## config.mk

```make
export PLATFORM = sky130hd
export DESIGN_NAME = rtcia_device_flat
export DESIGN_NICKNAME = d
export VERILOG_FILES = /design/src/shared/rtcia_pkg.sv /design/src/shared/rtcia_if.sv /design/src/logic/rtcia_device.sv /design/src/flat_wrapper.sv
export SDC_FILE = /design/constraint.sdc
export NUM_CORES = 1
export LEC_CHECK = 0
export ABC_AREA = 1
export BUFFER_PORTS_ARGS = -buffer_cell sky130_fd_sc_hd__buf_4
export CAP_MARGIN = 20
export CORE_UTILIZATION = 31
export CTS_CLUSTER_SIZE = 30
export DETAILED_ROUTE_END_ITERATION = 8
export GPL_TIMING_DRIVEN = 0
export SETUP_SLACK_MARGIN = 0.02
export SYNTH_ARGS = -nofsm -noshare
export SYNTH_HDL_FRONTEND = slang
export SYNTH_SLANG_ARGS = --single-unit
```

## constraint.sdc

```tcl
create_clock -name clk -period 3.8 [get_ports clk]
set_clock_uncertainty 0.15 [all_clocks]
set_input_delay 0.76 -clock clk [delete_from_list [all_inputs] [get_ports clk]]
set_output_delay 0.76 -clock clk [all_outputs]
set_load 0.05 [all_outputs]
```

## src/shared/rtcia_pkg.sv

```systemverilog
// shared constants for the clock indirect access path
package rtcia_pkg;
  // interface register map (one byte each)
  localparam logic [1:0] RegKey = 2'h0;
  localparam logic [1:0] RegAddr = 2'h1;
  localparam logic [1:0] RegData = 2'h2;
  // unlock key codes
  localparam logic [7:0] KeyFirst = 8'hA5;
  localparam logic [7:0] KeySecond = 8'hF1;
  // key register status codes
  localparam logic [7:0] StLocked = 8'h00;
  localparam logic [7:0] StHalf = 8'h01;
  localparam logic [7:0] StOpen = 8'h02;
  localparam logic [7:0] StDead = 8'h03;
  // indirect address register fields
  localparam int BusyBit = 7;
  localparam int AutoBit = 6;
  localparam int AddrMsb = 3;
  // internal map
  localparam logic [3:0] IaSnap0 = 4'h0;
  localparam logic [3:0] IaSnap3 = 4'h3;
  localparam logic [3:0] IaCtl = 4'h4;
  localparam logic [3:0] IaOscCtl = 4'h5;
  localparam logic [3:0] IaOscCfg = 4'h6;
  localparam logic [3:0] IaAlarm0 = 4'h8;
  localparam logic [3:0] IaAlarm3 = 4'hB;
  // control bits
  localparam int CtlRunBit = 0;
  localparam int CtlAlarmEnBit = 1;
  localparam int CtlMissEnBit = 2;
  localparam int CtlCaptureBit = 3;
  localparam int CtlLoadBit = 4;
  localparam int CfgAutoStepBit = 4;
  localparam int CfgCapMsb = 3;
  // host command port map
  localparam logic [1:0] CmdKey = 2'h0;
  localparam logic [1:0] CmdAddr = 2'h1;
  localparam logic [1:0] CmdData = 2'h2;
  localparam logic [1:0] CmdStat = 2'h3;
  // clock cycles of slow tick with no edge before a missing clock event
  localparam logic [7:0] MissLimit = 8'hFF;
endpackage

```

## src/shared/rtcia_if.sv

```systemverilog
// link between host and device register port
`timescale 1ns/1ns
interface rtcia_if;
  logic [1:0] addr;
  logic [7:0] wdata;
  logic wr;
  logic rd;
  logic [7:0] rdata;
  modport dev (input addr, input wdata, input wr, input rd, output rdata);
  modport host (output addr, output wdata, output wr, output rd,
    input rdata);
endinterface

```

## src/logic/rtcia_device.sv

```systemverilog
// device end: lock, indirect access and clock registers
//
// Contract
// unlock needs key A5 then F1
// no timeout between the two keys
// bad key or locked access disables
// unlimited accesses while unlocked
// key write while unlocked relocks
// key read shows status, harmless
// internals reached only via address/data
// address register selects indirect target
// data write writes selected internal byte
// busy bit starts an indirect read
// read data holds until next operation
// address and busy in one write
// autoread: data read starts next read
// host sets busy once, polls busy
// address steps after snapshot/alarm byte
// host rewrites address for single bytes
// block transfers load address via select
// snapshot bytes load and read timer
// alarm bytes hold 32-bit alarm
// alarm and missing clock events raised
// sixteen capacitance levels plus auto step
// disabled state ignores all until reset
// busy high until read data valid
`timescale 1ns/1ns
module rtcia_device
  import rtcia_pkg::*;
(
  input wire logic clk,
  input wire logic rst,
  rtcia_if.dev bus,
  input wire logic slowTick,
  output logic alarmEvent,
  output logic missEvent,
  output logic [3:0] loadCap,
  output logic autoStep
);
  import rtcia_pkg::*;

  typedef enum logic [1:0]
  {
    LK_LOCKED = 2'b00,
    LK_HALF = 2'b01,
    LK_OPEN = 2'b10,
    LK_DEAD = 2'b11
  } rtcia_lock_e;

  rtcia_lock_e lock_ff;
  logic [7:0] addrReg_ff;
  logic [7:0] dataReg_ff;
  logic [7:0] rdata_ff;
  logic [31:0] timer_ff;
  logic [31:0] snap_ff;
  logic [31:0] alarm_ff;
  logic [7:0] ctl_ff;
  logic [7:0] oscCtl_ff;
  logic [7:0] oscCfg_ff;
  logic [7:0] missCnt_ff;
  logic alarmEvent_ff;
  logic missEvent_ff;
  logic busyPend_ff;

  logic keyWr, accWr, accRd, unlocked;
  logic [3:0] ia;
  logic [7:0] iaRead;
  logic blockByte;

  function automatic logic isBlock(input logic [3:0] a);
    isBlock = (a <= IaSnap3) || (a >= IaAlarm0 && a <= IaAlarm3);
  endfunction

  assign unlocked = (lock_ff == LK_OPEN);
  assign keyWr = bus.wr && bus.addr == RegKey;
  assign accWr = bus.wr && (bus.addr == RegAddr || bus.addr == RegData);
  assign accRd = bus.rd && (bus.addr == RegAddr || bus.addr == RegData);
  assign ia = addrReg_ff[AddrMsb:0];
  assign blockByte = isBlock(ia);

  // internal register read mux
  always_comb
  begin
    iaRead = 8'h00;
    case (ia)
      4'h0, 4'h1, 4'h2, 4'h3: iaRead = snap_ff[8*ia[1:0] +: 8];
      IaCtl: iaRead = ctl_ff;
      IaOscCtl: iaRead = oscCtl_ff;
      IaOscCfg: iaRead = oscCfg_ff;
      4'h8, 4'h9, 4'hA, 4'hB: iaRead = alarm_ff[8*ia[1:0] +: 8];
      default: iaRead = 8'h00;
    endcase
  end

  // lock state machine
  always_ff @(posedge clk)
  begin
    if (rst)
      lock_ff <= LK_LOCKED;
    else
      case (lock_ff)
        LK_LOCKED:
          if (keyWr)
            lock_ff <= (bus.wdata == KeyFirst) ? LK_HALF : LK_DEAD;
          else if (accWr || accRd)
            lock_ff <= LK_DEAD;
        LK_HALF:
          if (keyWr)
            lock_ff <= (bus.wdata == KeySecond) ? LK_OPEN : LK_DEAD;
          else if (accWr || accRd)
            lock_ff <= LK_DEAD;
        LK_OPEN:
          if (keyWr)
            lock_ff <= LK_LOCKED;
        LK_DEAD: lock_ff <= LK_DEAD;
        default: lock_ff <= LK_DEAD;
      endcase
  end

  // indirect address, data and busy
  always_ff @(posedge clk)
  begin
    if (rst)
    begin
      addrReg_ff <= 8'h00;
      dataReg_ff <= 8'h00;
      busyPend_ff <= 1'b0;
    end
    else if (unlocked)
    begin
      busyPend_ff <= 1'b0;
      if (busyPend_ff)
      begin
        dataReg_ff <= iaRead;
        addrReg_ff[BusyBit] <= 1'b0;
        if (blockByte)
          addrReg_ff[AddrMsb:0] <= ia + 4'h1;
      end
      else if (bus.wr && bus.addr == RegAddr)
      begin
        addrReg_ff <= bus.wdata;
        busyPend_ff <= bus.wdata[BusyBit];
      end
      else if (bus.wr && bus.addr == RegData)
      begin
        dataReg_ff <= bus.wdata;
        if (blockByte)
          addrReg_ff[AddrMsb:0] <= ia + 4'h1;
      end
      else if (bus.rd && bus.addr == RegData && addrReg_ff[AutoBit])
      begin
        addrReg_ff[BusyBit] <= 1'b1;
        busyPend_ff <= 1'b1;
      end
    end
  end

  // internal registers and time base
  always_ff @(posedge clk)
  begin
    if (rst)
    begin
      timer_ff <= 32'h0000_0000;
      snap_ff <= 32'h0000_0000;
      alarm_ff <= 32'hFFFF_FFFF;
      ctl_ff <= 8'h00;
      oscCtl_ff <= 8'h00;
      oscCfg_ff <= 8'h00;
    end
    else
    begin
      if (ctl_ff[CtlRunBit] && slowTick)
        timer_ff <= timer_ff + 32'h1;
      if (unlocked && bus.wr && bus.addr == RegData && !busyPend_ff)
        case (ia)
          4'h0, 4'h1, 4'h2, 4'h3: snap_ff[8*ia[1:0] +: 8] <= bus.wdata;
          IaCtl: ctl_ff <= bus.wdata;
          IaOscCtl: oscCtl_ff <= bus.wdata;
          IaOscCfg: oscCfg_ff <= bus.wdata;
          4'h8, 4'h9, 4'hA, 4'hB: alarm_ff[8*ia[1:0] +: 8] <= bus.wdata;
          default: ;
        endcase
      else if (ctl_ff[CtlCaptureBit])
      begin
        snap_ff <= timer_ff;
        ctl_ff[CtlCaptureBit] <= 1'b0;
      end
      else if (ctl_ff[CtlLoadBit])
      begin
        timer_ff <= snap_ff;
        ctl_ff[CtlLoadBit] <= 1'b0;
      end
    end
  end

  // alarm and missing clock events
  always_ff @(posedge clk)
  begin
    if (rst)
    begin
      missCnt_ff <= 8'h00;
      alarmEvent_ff <= 1'b0;
      missEvent_ff <= 1'b0;
    end
    else
    begin
      alarmEvent_ff <= ctl_ff[CtlAlarmEnBit] && timer_ff == alarm_ff;
      if (slowTick || !ctl_ff[CtlMissEnBit])
        missCnt_ff <= 8'h00;
      else if (missCnt_ff != MissLimit)
        missCnt_ff <= missCnt_ff + 8'h01;
      missEvent_ff <= missCnt_ff == MissLimit;
    end
  end

  // register read port, one cycle latency
  always_ff @(posedge clk)
  begin
    if (rst)
      rdata_ff <= 8'h00;
    else if (bus.rd)
      case (bus.addr)
        RegKey: rdata_ff <= (lock_ff == LK_OPEN) ? StOpen :
          (lock_ff == LK_HALF) ? StHalf :
          (lock_ff == LK_DEAD) ? StDead : StLocked;
        RegAddr: rdata_ff <= unlocked ? addrReg_ff : 8'h00;
        RegData: rdata_ff <= unlocked ? dataReg_ff : 8'h00;
        default: rdata_ff <= 8'h00;
      endcase
  end

  assign bus.rdata = rdata_ff;
  assign alarmEvent = alarmEvent_ff;
  assign missEvent = missEvent_ff;
  assign loadCap = oscCfg_ff[CfgCapMsb:0];
  assign autoStep = oscCfg_ff[CfgAutoStepBit];
endmodule // rtcia_device

```

## src/flat_wrapper.sv

```systemverilog
// flat-port wrapper written by rule: the top's interface ports become plain ports
module rtcia_device_flat import rtcia_pkg::*;
  (clk, rst, slowTick, alarmEvent, missEvent, loadCap, autoStep, bus_addr, bus_wdata, bus_wr, bus_rd, bus_rdata);
  rtcia_if bus_i ();
  input wire logic clk;
  input wire logic rst;
  input wire logic slowTick;
  output logic alarmEvent;
  output logic missEvent;
  output logic [3:0] loadCap;
  output logic autoStep;
  input wire logic [$bits(bus_i.addr)-1:0] bus_addr;
  input wire logic [$bits(bus_i.wdata)-1:0] bus_wdata;
  input wire logic [$bits(bus_i.wr)-1:0] bus_wr;
  input wire logic [$bits(bus_i.rd)-1:0] bus_rd;
  output wire logic [$bits(bus_i.rdata)-1:0] bus_rdata;
  assign bus_i.addr = bus_addr;
  assign bus_i.wdata = bus_wdata;
  assign bus_i.wr = bus_wr;
  assign bus_i.rd = bus_rd;
  assign bus_rdata = bus_i.rdata;
  rtcia_device u_core (.clk(clk), .rst(rst), .bus(bus_i), .slowTick(slowTick), .alarmEvent(alarmEvent), .missEvent(missEvent), .loadCap(loadCap), .autoStep(autoStep));
endmodule
```

## Word level (Yosys, flattened, before mapping)

Index checks and enable logic that the tools add are counted.

- Register bits after elaboration: 157
- Output and inout bits: 15

- Equal/unequal tests: 26
- Reduce and logical (&&, ||, !) cells: 40
- Shift operators: 4
- Bitwise logic cells: 2
- Mux-type cells: 41
- Magnitude comparators: 3
- Add/subtract/negate cells: 4

Operators by type and width:

| kind | number |
|---|---|
| $mux W32 | 7 |
| $bwmux W32 | 2 |
| $shiftx A32 B6 Y8 | 2 |
| $mux W8 | 7 |
| $pmux W8 S5 | 1 |
| $neg A5 Y34 | 1 |
| $shift A8 B34 Y32 const A | 1 |
| $shiftx A8 B34 Y32 | 1 |
| $add A32 B1 Y32 const B | 1 |
| $eq A32 B32 Y1 | 1 |
| $eq A8 B8 Y1 const B | 3 |
| $pmux W8 S3 | 1 |
| $eq A4 B4 Y1 const B | 4 |
| $mux W4 | 4 |
| $mux W2 | 7 |
| $reduce_and A2 Y1 | 7 |
| $logic_and A1 B1 Y1 | 13 |
| $eq A4 B3 Y1 const B | 3 |
| $mux W1 | 10 |
| $reduce_and A3 Y1 | 3 |
| $add A8 B1 Y8 const B | 1 |
| $eq A4 B2 Y1 const B | 2 |
| $ne A8 B8 Y1 const B | 1 |
| $pmux W2 S4 | 1 |
| 20 further kinds | 36 |

## Logic depth before layout (Yosys ltp)

- Depth in word-level cells: 7
- Depth in mapped cells: 15
- Depth with buffers taken out: 12

## Worst setup path after synthesis

No wires, ideal clock.

- Kind: register -> register
- Start: register u_core.addrReg_ff[0]
- End: register u_core.snap_ff[22]
- Library setup time: 0.119 ns
- Period minus slack after synthesis: 2.418 ns
- Path buffers: 3
- Required time: 3.531 ns
- Arrival: 2.149 ns
- Cell stages (with the launch flop): 13
- Path slack: 1.382 ns
- Cell sequence: dfxtp_1 > inv_1 > clkbuf_1 > buf_2 > ha_1 > nor2_1 > nand2_2 > nand2_2 > o21ai_4 > o211ai_4 > buf_2 > o21ai_1 > a21oi_1

- Word-level cells in the longest chain between the ends: 5

Ends and longest elaborated chain:

| what | RTL line | RTL |
|---|---|---|
| start: declaration | rtcia_device.sv:51 | `logic [7:0] addrReg_ff;` |
| start signal: indexed assignment | rtcia_device.sv:137 | `addrReg_ff[AddrMsb:0] <= ia + 4'h1;` |
| start signal: assignment | rtcia_device.sv:141 | `addrReg_ff <= bus.wdata;` |
| start signal: indexed assignment | rtcia_device.sv:148 | `addrReg_ff[AddrMsb:0] <= ia + 4'h1;` |
| $neg A5 Y34 | rtcia_device.sv:176 | `4'h0, 4'h1, 4'h2, 4'h3: snap_ff[8*ia[1:0] +: 8] <= bus.wdata;` |
| $shiftx A8 B34 Y32 or $shift A8 B34 Y32 (tied branches) | rtcia_device.sv:176 |  |
| $bwmux W32 | rtcia_device.sv:176 |  |
| $mux W32 | rtcia_device.sv:175 | `case (ia)` |
| $mux W32 | rtcia_device.sv:174 | `if (unlocked && bus.wr && bus.addr == RegData && !busyPend_ff)` |
| end signal: indexed assignment | rtcia_device.sv:176 |  |
| end signal: assignment | rtcia_device.sv:185 | `snap_ff <= timer_ff;` |
| end: declaration | rtcia_device.sv:55 | `logic [31:0] snap_ff;` |

Several ways; a longest one is shown, not always the timed one. The select of a mux whose other input is x is not followed.
A chain may end at the register's enable or synchronous reset.

## Worst setup path in the final report

- Start: register u_core.addrReg_ff[0]
- End: register u_core.dataReg_ff[3]

- Word-level cells in the longest chain between the ends: 4

Ends and longest elaborated chain:

| what | RTL line | RTL |
|---|---|---|
| branches (longest 2 deep; another with $shiftx A32 B6 Y8) | - |  |
| $pmux W8 S5 * | rtcia_device.sv:85 | `case (ia)` |
| $mux W8 * | rtcia_device.sv:132 | `if (busyPend_ff)` |
| end signal: assignment | rtcia_device.sv:134 | `dataReg_ff <= iaRead;` |
| end signal: assignment | rtcia_device.sv:146 | `dataReg_ff <= bus.wdata;` |
| end: declaration | rtcia_device.sv:52 | `logic [7:0] dataReg_ff;` |

Mark *: on every way between the ends.

==> flow_metrics.py <==
metrics = {
    "worst_setup_path": {
        "crit_path_top_delay_cell": "clkbuf_1",
        "critPathMaxStageDelay_ns": 0.47,
        "start_kind": "flop",
        "critPathCaptureType": "flop",
        "cpMostUsedCell": "nand3_1",
        "critical_path.startpoint": "u_core.addrReg_ff[0]",
        "cp.required_ns": 3.99,
        "crit_arrival_ns": 3.51,
        "path_cells": "inv_1 > clkbuf_1 > buf_2 > ha_1 > nor2_1 > nand2_2 > clkbuf_1 > nand3_1 > nand3_1 > nand3_1 > nand3_1 > nand2_1 > nand2_1 > a21oi_1",
        "path_buf_inv": 4,
        "cp_max_fo": 11,
        "critPathTopFamily": "buffers and inverters",
        "timing.setup.critical_path_class": "flop to flop",
        "r2r_start": "u_core.addrReg_ff[0]",
    },
    "place": {
        "dp_slack_ns": 0.586,
        "numPortBuffers": 28,
        "hpwlAfterDp_mm": 27.8,
        "gp_congestion": 0.984,
        "place_area_um2": 9580,
    },
    "timing": {
        "worst_pin_slew_ns": 0.850,
        "finalHoldViolCount": 0,
        "fin_tns_setup_ns": 0,
        "slew_viol_final": 0,
        "max_freq_ghz": 0.301,
        "rsz0062_at_grt": "false",
        "setup_violations": 0,
        "fin_crit_ns": 3.32,
        "relSlewSlack_pct": 43.4,
        "fin_crit_sh_pct": 87.4,
        "finalWorstSetupSlack_ns": 0.479,
    },
    "power_and_ir_drop": {
        "powerDensity_nw_per_um2": 363,
        "ir_worst_vdd_mv": 0.261,
        "leakage_nw": 4.26,
    },
    "yosys": {
        "yosysTopAreaCell": "dfxtp_1",
        "yosysUniqueCellTypes": 50,
        "syn_area_um2": 8890,
        "synthTopCellsByArea": "dfxtp_1, nand2_1, inv_1, nand3_1, o21ai_0",
        "syn_inst": 1311,
        "yosys_warnings": 0,
        "synth_area_per_cell_um2": 6.78,
        "synth-edff-count": 0,
        "seq_area_frac_synth_pct": 35.3,
        "async_reset_ff_share_pct": 0,
        "synth_top_area_share_pct": 35.3,
        "syn-num-nets": 1336,
        "synth_flop_cell": "dfxtp_1",
        "synth_seq_cells": 157,
    },
    "floorplanning": {
        "fp.dieH_um": 171,
        "coreArea_um2": 28000,
        "num_rows": 61,
        "start_util_pct": 31.8,
        "fp.dieArea_um2": 29400,
        "die-width_um": 171,
        "io_pins": 30,
    },
    "detailed_routing": {
        "post_drt_wl_per_cell_um": 20.6,
        "vias": 9556,
        "drc_errors": 0,
        "antenna_left": 0,
        "firstDrtPassIters": 8,
        "wl_mm": 36.0,
        "drtIter0Drc": 1047,
        "via_per_inst": 5.46,
    },
    "cts": {
        "cts_inserted_buffers": 17,
        "worstSkewPairLatency_ns": 0.45,
        "cts_tree": "yes",
        "postCtsHoldBufs": 0,
        "cts-root-buf": "clkbuf_16",
        "cts_setup_buffers": 0,
        "cts_sinks": 157,
        "cts_buffer_depth": 2,
        "cts-resized-gates": 0,
        "cts_htree_levels": 4,
        "cts.clk_slew.worst_paths_ns": 0.07,
    },
    "layout": {
        "diodes": 0,
        "multi_input_area_um2": 4670,
        "final_nets": 1383,
        "final-seq-area_um2": 3140,
        "design_area_um2": 10100,
        "drive_gt1_share_pct": 9.70,
        "synthToLayoutAreaGrowth_pct": 14.0,
        "fill_cells": 3059,
    },
    "global_route": {
        "grt_use_total_pct": 24.9,
        "grt-ovfl-total": 0,
        "grt_max_degree": 17,
        "grt_pass1_vias": 8851,
        "antenna_found_initial": 1,
        "grt_pass1_wl_mm": 53.4,
    },
    "worst_hold_path": {
        "hold_class": "flop to flop",
        "worstHoldStart": "u_core.missCnt_ff[4]",
    },
    "status": {
        "status": "finished clean",
    },
    "job": {
        "cap_violations": 0,
    },
}
-- kinds of logic (layout without fill, tap and decap cells) --
family | Yosys count | in the layout | share of synthesized area [%]
AOI/OAI and AO/OA | 342 | 342 | 22.7
and+or+nand+nor | 514 | 514 | 26.2
DFF | 157 | 157 | 35.3
xor gates and xnor gates | 22 | 22 | 2.17
buffers and inverters | 266 | 326 | 12.2
adders and majority gates | 10 | 10 | 1.41
-- through the flow --
stage,hold slack (ns),instances,util (%),power (W)
after floorplan,0.273,1311,-,0.00187
after global placement,0.288,1717,34.2,0.00198
after detailed placement,0.289,1717,34.2,0.00198
after CTS,0.300,1749,36.2,0.00367
after global routing,0.321,1749,36.2,0.00377
final,0.294,1749,36.2,0.00368
-- final cells by class --
class                   instances  share of cell area (%)
flip-flops and latches        157                    31.0
multi-input cells             888                    46.1
inverters                     202                    7.48
clock buffers                  18                    4.33
clock inverters                14                    1.22
plain buffers                  64                    3.18
repair buffers                 28                    2.07
well taps                     378                    4.66
-- flip-flops by register name, summed over array words and instances (netlist names) --
name	cells
u_core.oscCtl_ff	8
u_core.alarmEvent	1
u_core.timer_ff	32
u_core.lock_ff	2
u_core.bus.rdata	8
u_core.addrReg_ff	8
u_core.oscCfg_ff	8
u_core.snap_ff	32
u_core.missCnt_ff	8
u_core.busyPend_ff	1
u_core.ctl_ff	8
u_core.alarm_ff	32
u_core.dataReg_ff	8
u_core.missEvent	1
-- Yosys cell counts (2+ instances only) --
| cell | number |
|---|---|
| nand2_1 | 235 |
| inv_1 | 191 |
| dfxtp_1 | 157 |
| nand3_1 | 133 |
| o21ai_0 | 119 |
| a21oi_1 | 107 |
| nor2_1 | 71 |
| o22ai_1 | 37 |
| nor3_1 | 30 |
| o211ai_1 | 26 |
| clkbuf_1 | 25 |
| buf_2 | 20 |
| xor2_1 | 19 |
| nand4_1 | 14 |
| o21ai_1 | 11 |
| ha_1 | 10 |
| buf_4 | 9 |
| nor2_2 | 9 |
| a221oi_1 | 8 |
| o311ai_0 | 8 |
| inv_2 | 7 |
| buf_1 | 6 |
| nand2_2 | 5 |
| clkinv_1 | 4 |
| nor4_1 | 4 |
| o211ai_4 | 4 |
| o21bai_1 | 4 |
| a31oi_1 | 3 |
| buf_6 | 3 |
| xnor2_1 | 3 |
| a211oi_1 | 2 |
| a22o_1 | 2 |
| a32oi_1 | 2 |
| nand3_2 | 2 |
| nor2_4 | 2 |
| nor2_8 | 2 |
| nor3_2 | 2 |
| o31ai_1 | 2 |
| o41ai_1 | 2 |
-- cells in the final DEF, fill, tap and decap left out, types with 3 or more instances in the layout --
master and count:
nand2_1 235, inv_1 191, dfxtp_1 157, nand3_1 133, o21ai_0 119, a21oi_1 107
nor2_1 71, buf_4 37, o22ai_1 37, nor3_1 30, o211ai_1 26, clkbuf_1 25
buf_2 20, xor2_1 19, clkbuf_16 17, nand4_1 14, o21ai_1 11, ha_1 10
nor2_2 9, a221oi_1 8, o311ai_0 8, inv_2 7, buf_1 6, inv_6 6
nand2_2 5, clkinv_1 4, o211ai_4 4, nor4_1 4, o21bai_1 4, buf_6 3
xnor2_1 3, a31oi_1 3, inv_8 3
-- final timing paths --
check | to | slack [ns] | cells after the start
worst max-delay path | u_core.dataReg_ff[3] | 0.48 | 14
worst max register to register | u_core.dataReg_ff[3] | 0.48 | 14
worst min-delay path | u_core.missCnt_ff[4] | 0.29 | 2
worst min register to register | u_core.missCnt_ff[4] | 0.29 | 2
-- worst min-delay path, cell delays in order, from the launching register on --
cell and delay [ns]:
dfxtp_1 0.31, inv_1 0.04, a21oi_1 0.05
-- where the power goes --
part           leakage [nW]  internal (W)  switching [W]
logic                  2.72     0.0000702       0.000206
registers              1.27       0.00166      0.0000132
clock network         0.274      0.000881       0.000845
total                  4.26       0.00261        0.00106
-- metal layers --
| metal | up-vias | global-route usage (%) | share of wire (%) |
|---|---|---|---|
| met4 | 0 | 10.9 | 4.0 |
| li1 | 4497 | - | - |
| met5 | - | 0 | 0 |
| met3 | 83 | 5.89 | 9.3 |
| met2 | 501 | 38.2 | 44 |
| met1 | 4475 | 33.0 | 43 |
Power figures use the tool's default switching activity.
